$ cat src/hw/ulpd_defines.svh
`ifndef ULPD_DEFINES_SVH
`define ULPD_DEFINES_SVH

// ----------------------------------------
// register map
// ----------------------------------------
`define ULPD_ADDR_W         32
`define ULPD_DATA_W         16
`define ULPD_OFF_DIV_LOW    32'h5000_1020
`define ULPD_OFF_DIV_HIGH   32'h5000_1024
`define ULPD_DIV_RESET      8'h00

// ----------------------------------------
// baud generation
// ----------------------------------------
`define ULPD_OVERSAMPLE     16
`define ULPD_OVS_W          4

`endif

$ cat src/hw/ulpd_pkg.sv
`include "ulpd_defines.svh"

package ulpd_pkg;

  // ----------------------------------------
  // register bus request
  // ----------------------------------------
  typedef struct packed {
    logic [`ULPD_ADDR_W-1:0] addr;
    logic [`ULPD_DATA_W-1:0] wdata;
    logic                    wr;
    logic                    rd;
  } ulpd_req_t;

  typedef enum logic [1:0] {
    ULPD_ST_OFF = 2'b01,
    ULPD_ST_RUN = 2'b10
  } ulpd_state_t;

endpackage : ulpd_pkg

$ cat src/hw/ulpd_tick_div.sv
`timescale 1ns/100ps
`include "ulpd_defines.svh"

// divides by a programmable count; enable pulse when the count wraps
module ulpd_tick_div
  import ulpd_pkg::*;
#(
  parameter int W = 16
)
(
  // clock and reset
  input  wire logic         core_clk,
  input  wire logic         rst_n,
  // control
  input  wire logic         run,
  input  wire logic [W-1:0] count,
  // tick
  output logic              tick
);

  logic [W-1:0] cnt_q;

  // restart on every stop so a new divisor takes effect cleanly
  always_ff @(posedge core_clk)
  begin
    if (!rst_n || !run)
    begin
      cnt_q <= '0;
      tick  <= 1'b0;
    end
    else if (cnt_q >= count - W'(1))
    begin
      cnt_q <= '0;
      tick  <= 1'b1;
    end
    else
    begin
      cnt_q <= cnt_q + W'(1);
      tick  <= 1'b0;
    end
  end

endmodule : ulpd_tick_div

$ cat src/hw/ulpd_divisor.sv
// The address-and-strobe port was chosen for this implementation.
`timescale 1ns/100ps
`include "ulpd_defines.svh"

module ulpd_divisor
  import ulpd_pkg::*;
#(
  parameter int DIV_W = 16
)
(
  // clock and reset
  input  wire logic                   core_clk,
  input  wire logic                   rst_n,
  // register port
  input  wire ulpd_req_t              bus_req,
  output logic [`ULPD_DATA_W-1:0]     rdata_q,
  // line control
  input  wire logic                   divisor_latch_access,
  input  wire logic                   infrared_serial_mode,
  // receiver side
  output logic                        lowpower_baud_tick,
  output logic                        pulse_detect_en,
  output logic [DIV_W-1:0]            lowpower_divisor
);

  // ----------------------------------------
  // divisor bytes
  // ----------------------------------------
  logic [7:0]  lowpower_div_low_q;
  logic [7:0]  lowpower_div_high_q;
  logic        sel_low;
  logic        sel_high;
  ulpd_state_t state_q;
  logic        ovs_tick;
  logic [`ULPD_OVS_W-1:0] ovs_q;

  assign sel_low  = bus_req.addr == `ULPD_OFF_DIV_LOW;
  assign sel_high = bus_req.addr == `ULPD_OFF_DIV_HIGH;
  assign lowpower_divisor = {lowpower_div_high_q, lowpower_div_low_q};

  // writes gated by the access bit; others are dropped silently
  always_ff @(posedge core_clk)
  begin
    if (!rst_n)
    begin
      lowpower_div_low_q  <= `ULPD_DIV_RESET;
      lowpower_div_high_q <= `ULPD_DIV_RESET;
    end
    else if (bus_req.wr && divisor_latch_access)
    begin
      if (sel_low)
        lowpower_div_low_q <= bus_req.wdata[7:0];
      if (sel_high)
        lowpower_div_high_q <= bus_req.wdata[7:0];
    end
  end

  // reads outside the access window, or unmapped, return zero
  always_ff @(posedge core_clk)
  begin
    if (!rst_n)
      rdata_q <= '0;
    else if (bus_req.rd && divisor_latch_access && sel_low)
      rdata_q <= {8'h00, lowpower_div_low_q};
    else if (bus_req.rd && divisor_latch_access && sel_high)
      rdata_q <= {8'h00, lowpower_div_high_q};
    else
      rdata_q <= '0;
  end

  // ----------------------------------------
  // run control
  // ----------------------------------------
  always_ff @(posedge core_clk)
  begin
    if (!rst_n)
      state_q <= ULPD_ST_OFF;
    else
    begin
      case (state_q)
        ULPD_ST_OFF: if (lowpower_divisor != '0) state_q <= ULPD_ST_RUN;
        ULPD_ST_RUN: if (lowpower_divisor == '0) state_q <= ULPD_ST_OFF;
        default:     state_q <= ULPD_ST_OFF;
      endcase
    end
  end

  // ----------------------------------------
  // baud generation: divisor, then by sixteen
  // ----------------------------------------
  ulpd_tick_div #(.W(DIV_W)) u_div (
    .core_clk (core_clk),
    .rst_n    (rst_n),
    .run      (state_q == ULPD_ST_RUN),
    .count    (lowpower_divisor),
    .tick     (ovs_tick)
  );

  always_ff @(posedge core_clk)
  begin
    if (!rst_n || state_q != ULPD_ST_RUN)
    begin
      ovs_q              <= '0;
      lowpower_baud_tick <= 1'b0;
    end
    else
    begin
      if (ovs_tick)
        ovs_q <= ovs_q + `ULPD_OVS_W'(1);
      lowpower_baud_tick <= ovs_tick && (ovs_q == `ULPD_OVS_W'(`ULPD_OVERSAMPLE - 1));
    end
  end

  // receiver detection only with a running clock
  always_ff @(posedge core_clk)
  begin
    if (!rst_n)
      pulse_detect_en <= 1'b0;
    else
      pulse_detect_en <= infrared_serial_mode && (state_q == ULPD_ST_RUN);
  end

  // ----------------------------------------
  // checks
  // ----------------------------------------
  logic [DIV_W+4:0] gap_q;
  logic             gap_ok_q;
  logic [DIV_W-1:0] div_seen_q;

  always_ff @(posedge core_clk)
  begin
    if (!rst_n || lowpower_baud_tick || state_q != ULPD_ST_RUN)
      gap_q <= '0;
    else
      gap_q <= gap_q + (DIV_W+5)'(1);
  end

  always_ff @(posedge core_clk)
  begin
    if (!rst_n)
      div_seen_q <= '0;
    else
      div_seen_q <= lowpower_divisor;
  end

  // first period after a start or a divisor change is not a full one
  always_ff @(posedge core_clk)
  begin
    if (!rst_n || state_q != ULPD_ST_RUN || lowpower_divisor != div_seen_q)
      gap_ok_q <= 1'b0;
    else if (lowpower_baud_tick)
      gap_ok_q <= 1'b1;
  end

  chk_div_blocked: assert property (@(posedge core_clk) disable iff (!rst_n)
    (bus_req.wr && !divisor_latch_access) |=> $stable(lowpower_divisor))
    else $error("divisor changed without access bit");
  chk_div_write: assert property (@(posedge core_clk) disable iff (!rst_n)
    (bus_req.wr && divisor_latch_access && sel_low)
      |=> lowpower_div_low_q == $past(bus_req.wdata[7:0]))
    else $error("low byte write lost");
  chk_read_back: assert property (@(posedge core_clk) disable iff (!rst_n)
    (bus_req.rd && divisor_latch_access && sel_high && !bus_req.wr)
      |=> rdata_q == {8'h00, lowpower_div_high_q})
    else $error("high byte read mismatch");
  chk_read_gated: assert property (@(posedge core_clk) disable iff (!rst_n)
    (bus_req.rd && !divisor_latch_access) |=> rdata_q == '0)
    else $error("read without access bit not zero");
  chk_zero_off: assert property (@(posedge core_clk) disable iff (!rst_n)
    (lowpower_divisor == '0) |=> ##1 (!lowpower_baud_tick && !pulse_detect_en))
    else $error("zero divisor still running");
  chk_tick_gap: assert property (@(posedge core_clk) disable iff (!rst_n)
    (lowpower_baud_tick && gap_ok_q) |-> gap_q + (DIV_W+5)'(1) ==
      (DIV_W+5)'(`ULPD_OVERSAMPLE) * (DIV_W+5)'(lowpower_divisor) || !$stable(lowpower_divisor))
    else $error("baud period wrong");
  chk_tick_single: assert property (@(posedge core_clk) disable iff (!rst_n)
    (lowpower_baud_tick && lowpower_divisor != 16'h0001) |=> !lowpower_baud_tick)
    else $error("baud tick too long");
  chk_detect_mode: assert property (@(posedge core_clk) disable iff (!rst_n)
    pulse_detect_en |-> $past(infrared_serial_mode))
    else $error("detection without infrared mode");
  chk_high_write: assert property (@(posedge core_clk) disable iff (!rst_n)
    (bus_req.wr && divisor_latch_access && sel_high)
      |=> lowpower_div_high_q == $past(bus_req.wdata[7:0]))
    else $error("high byte write lost");
  chk_low_kept: assert property (@(posedge core_clk) disable iff (!rst_n)
    (bus_req.wr && sel_high) |=> $stable(lowpower_div_low_q))
    else $error("high byte write disturbed low byte");
  chk_read_low: assert property (@(posedge core_clk) disable iff (!rst_n)
    (bus_req.rd && divisor_latch_access && sel_low && !bus_req.wr)
      |=> rdata_q == {8'h00, lowpower_div_low_q})
    else $error("low byte read mismatch");
  chk_read_once: assert property (@(posedge core_clk) disable iff (!rst_n)
    !bus_req.rd |=> rdata_q == '0)
    else $error("read data held past its cycle");
  chk_run_follows: assert property (@(posedge core_clk) disable iff (!rst_n)
    (lowpower_divisor != '0) |=> state_q == ULPD_ST_RUN)
    else $error("nonzero divisor not running");
  chk_tick_run: assert property (@(posedge core_clk) disable iff (!rst_n)
    lowpower_baud_tick |-> $past(state_q == ULPD_ST_RUN))
    else $error("baud tick while stopped");
  chk_detect_on: assert property (@(posedge core_clk) disable iff (!rst_n)
    (infrared_serial_mode && state_q == ULPD_ST_RUN) |=> pulse_detect_en)
    else $error("detection not enabled in infrared mode");

  cov_write_low: cover property (@(posedge core_clk) disable iff (!rst_n)
    bus_req.wr && divisor_latch_access && sel_low);
  cov_blocked: cover property (@(posedge core_clk) disable iff (!rst_n)
    bus_req.wr && !divisor_latch_access && sel_high);
  cov_tick: cover property (@(posedge core_clk) disable iff (!rst_n) lowpower_baud_tick);
  cov_stop: cover property (@(posedge core_clk) disable iff (!rst_n)
    state_q == ULPD_ST_RUN ##1 state_q == ULPD_ST_OFF);
  cov_detect: cover property (@(posedge core_clk) disable iff (!rst_n) pulse_detect_en);

endmodule : ulpd_divisor

$ cat config.mk
export PLATFORM = sky130hd
export DESIGN_NAME = ulpd_divisor
export DESIGN_NICKNAME = d
export VERILOG_FILES = /design/src/hw/ulpd_pkg.sv /design/src/hw/ulpd_tick_div.sv /design/src/hw/ulpd_divisor.sv
export VERILOG_INCLUDE_DIRS = /design/src /design/src/hw
export SDC_FILE = /design/constraint.sdc
export NUM_CORES = 1
export LEC_CHECK = 0
export BUFFER_PORTS_ARGS = -buffer_cell sky130_fd_sc_hd__clkbuf_2
export CORE_ASPECT_RATIO = 0.8
export CORE_MARGIN = 2
export CORE_UTILIZATION = 50
export CTS_CLUSTER_SIZE = 28
export DETAILED_ROUTE_END_ITERATION = 10
export GPL_ROUTABILITY_DRIVEN = 0
export HOLD_SLACK_MARGIN = 0.1
export PLACE_DENSITY = 0.8
export SLEW_MARGIN = 20
export SYNTH_ARGS = -nofsm -noshare
export SYNTH_HDL_FRONTEND = slang
export SYNTH_SLANG_ARGS = --single-unit
$ cat constraint.sdc
create_clock -name core_clk -period 3.3 [get_ports core_clk]
set_input_delay 0.66 -clock core_clk [delete_from_list [all_inputs] [get_ports core_clk]]
set_output_delay 0.66 -clock core_clk [all_outputs]
set_load 0.01 [all_outputs]
==> summary.md <==
| Metric | Value |
|---|---|
| Vias in the first global route | `about 2.2k` |
| Hold endpoint | `lowpower_baud_tick` |
| Setup TNS | `0 ps` |
| Met3 usage | `0.0446` |
| Min-Delay Startpoint | `ovs_q[3]` |
| CP dominant cell by count | `nand4_1` |
| Largest net degree at the start of global routing | `28` |
| Port bufs | `between 70 and 80` |
| Synthesized cell area | `between 0.002 and 0.003 mm2` |
| Achievable Freq | `about 320 MHz` |
| Core area | `about 0.0050 mm2` |
| FF+latch count, synth | `49` |
| CP top delay family | `simple AND/OR/NAND/NOR gates` |
| Crit path launch type | `flop` |
| Via count | `between 2k and 2.5k` |
| Final Slew Violations | `0` |
| First-pass GRT wire length | `10.4 mm` |
| Initial Util | `0.517` |
| CTS Root Cell | `clkbuf_8` |
| Die height | `about 68 um` |
| # DRC | `0` |
| Row cnt | `23` |
| GRT Resource Usage Total | `0.229` |
| Ys async rst share | `0` |
| Dominant cell by count in the synthesized netlist | `dfxtp_1` |
| Met1 Use GR | `0.297` |
| # resized after CTS | `0` |
| Setup violations, final | `0` |
| Diodes inserted | `0` |
| Worst-skew pair later-pin latency | `about 300 ps` |
| Syn Inst Count | `slightly below 300` |
| Power per Cell Area | `approximately 310 mW/mm2` |
| # Max-Cap Violations | `0` |
| Crit Path Category | `reg -> reg` |
| Grt total ovfl | `0` |
| Hold Path Class | `reg -> reg` |
| Wire per inst | `~14 um` |
| Worst hold stages | `2` |
| Final Hold Viols | `0` |
| Layout cells sized above 1 | `0.247` |
| Deepest clock path buffer count | `2` |
| Fin area | `between 0.003 and 0.004 mm2` |
| Worst VDD drop | `about 0.26 mV` |
| Critical-path maximum fanout | `16` |
| Number of CTS-inserted buffers | `5` |
| Synth area leaders | `dfxtp_1 (38%), mux2i_1 (9.7%), ha_1 (9.2%)` |
| Clk_skew | `about 14 ps` |
| Slew HR | `0.637` |
| WL final | `6.04 mm` |
| Static leakage | `1.40 nW` |
| Synth cell types | `37` |
| Worst r2r src | `lowpower_div_low_q[5]` |
| Synth warn | `0` |
| Largest area contributor in the netlist | `dfxtp_1` |
| Syn avg cell area | `between 8 and 9 um2` |
| Met2 global-route usage | `0.387` |
| Top cell type's share of synthesized area | `0.379` |
| Register area share after synthesis | `0.379` |
| Die ar. | `between 0.005 and 0.006 mm2` |
| P&R area growth vs syn | `20.2%` |
| Antenna violations before repair | `0` |
| DP HPWL | `about 4.7 mm` |
| Synth cell count leaders | `dfxtp_1 (49), nor2_1 (43), nand2_1 (36)` |
| Critical path arrival | `between 3000 and 4000 ps` |
| Critical Path, Cell by Cell | `or4_4, or3_4, nor4_2, xnor2_1, ha_1, nand4_1, nor3_1, nand4_1, nand4b_1, buf_12, nor2_1` |
| Crit path buf inv count | `1` |
| Die Wd | `84.4 um` |
| Req. time, crit path | `3490 ps` |
| CTS clk-pin slew, worst paths | `90 ps` |
| Via-to-Cell Ratio | `about 5.3` |
| Status | `completed` |
| Post-route ant nets | `0` |
| Final min period | `3090 ps` |
| Fin crit share | `0.937` |
| Nets | `440` |
| Hold bufs inserted after CTS | `0` |
| Worst r2r dst | `u_div.cnt_q[14]` |
| Post-synth EDFFs | `0` |
| Detailed-router iteration count before antenna repair | `4` |
| Fill cells | `461` |
| H-Tree Depth | `2` |
| Unrepaired setup endpoints after global routing | `false` |
| Drt initial violations | `about 120` |
| I/O Pins | `88` |
| Clock tree sinks | `between 40 and 50` |
| Gr busiest metal | `met2` |
| Primary FF master, synth | `dfxtp_1` |
| Setup crit end kind | `flop` |
| Worst-Margin Slew | `roughly 540 ps` |
| CTS tree | `done` |
| CP max stage cell | `or4_4` |
| Cell Area, Placed | `between 0.003 and 0.004 mm2` |
| Post-CTS Setup Bufs | `0` |
| Cells on worst reg2reg path | `11` |
| Crit path largest cell delay | `540 ps` |
| Reg-to-reg slack, setup | `210 ps` |
-- report_power, final --
group | internal, mW | switching (mW)
logic | 0.0241 | 0.0232
registers | 0.591 | 0.0000000000290
clock network | 0.151 | 0.191
-- stage by stage --
stage	util	setup slack [ps]	hold slack, ps	power [mW]	std cells
after global placement	0.605	393	472	0.650	422
final	0.621	208	493	0.979	430
after CTS	0.621	236	500	0.983	430
after floorplan	-	272	449	0.631	296
after detailed placement	0.605	290	487	0.651	422
after global routing	0.621	10.8	521	1.01	430
-- worst reg2reg max path, cell delays in order (launching register included) --
cell and delay, ps:
dfxtp_1 320, or4_4 540, or3_4 410, nor4_2 190, xnor2_1 120, ha_1 300
nand4_1 140, nor3_1 310, nand4_1 230, nand4b_1 210, buf_12 160, nor2_1 50
-- sequential cells by signal, indices dropped and copies added, names as in the netlist --
register	count
u_div.cnt_q	16
u_div.tick	1
lowpower_div_low_q	8
ovs_q	4
lowpower_div_high_q	8
pulse_detect_en	1
state_q	2
lowpower_baud_tick	1
rdata_q	8
-- worst max-delay path by stage --
stage	from	endpoint	cells past startpoint
2_1_floorplan	lowpower_div_low_q[5]	u_div.cnt_q[11]	11
3_3_place_gp	lowpower_div_low_q[5]	u_div.cnt_q[8]	11
3_5_place_dp	lowpower_div_low_q[5]	u_div.cnt_q[7]	11
4_1_cts	lowpower_div_low_q[5]	u_div.cnt_q[14]	11
5_1_grt	lowpower_div_low_q[3]	u_div.cnt_q[5]	12
6_report	lowpower_div_low_q[5]	u_div.cnt_q[14]	11
-- layer usage --
metal | part of all wire | wire length, um
met1 | 0.46 | 2790
met2 | 0.46 | 2790
met3 | 0.061 | 369
met4 | 0.015 | 90
met5 | 0 | 0
-- final cells by class --
| class | instances | area [um2] | area share |
|---|---|---|---|
| inverters | 7 | 26.3 | 0.00844 |
| multi-input cells | 225 | 1520 | 0.488 |
| flip-flops and latches | 49 | 981 | 0.315 |
| repair buffers | 79 | 428 | 0.138 |
| well taps | 62 | 77.6 | 0.0249 |
| clock buffers | 8 | 80.1 | 0.0257 |
-- placed cells by master (no fill, tap or decap), types with 2 or more instances in the layout --
cell type / n
clkbuf_2: 71
dfxtp_1: 49
nor2_1: 43
nand2_1: 36
mux2i_1: 25
ha_1: 19
xnor2_1: 17
xor2_1: 15
nand3_1: 10
nor3_1: 9
nand4_1: 8
conb_1: 8
buf_4: 7
inv_1: 6
a21oi_1: 6
clkbuf_8: 5
nor4_1: 4
nor4b_1: 4
clkbuf_1: 3
or3_4: 2
and3_1: 2
and4_1: 2
-- cells by family (layout without fill, tap and decap cells) --
logic type / Yosys count / after routing / synth area share
buf+inv: 22 / 94 / 0.0445
xor+xnor: 32 / 32 / 0.108
mux: 25 / 25 / 0.0967
compound gates: 12 / 12 / 0.0348
flops: 49 / 49 / 0.379
simple gates: 129 / 129 / 0.244
fa+ha+maj: 19 / 19 / 0.0918
other cells: 1 / 8 / 0.00145
(Power assumes the default switching activity.)
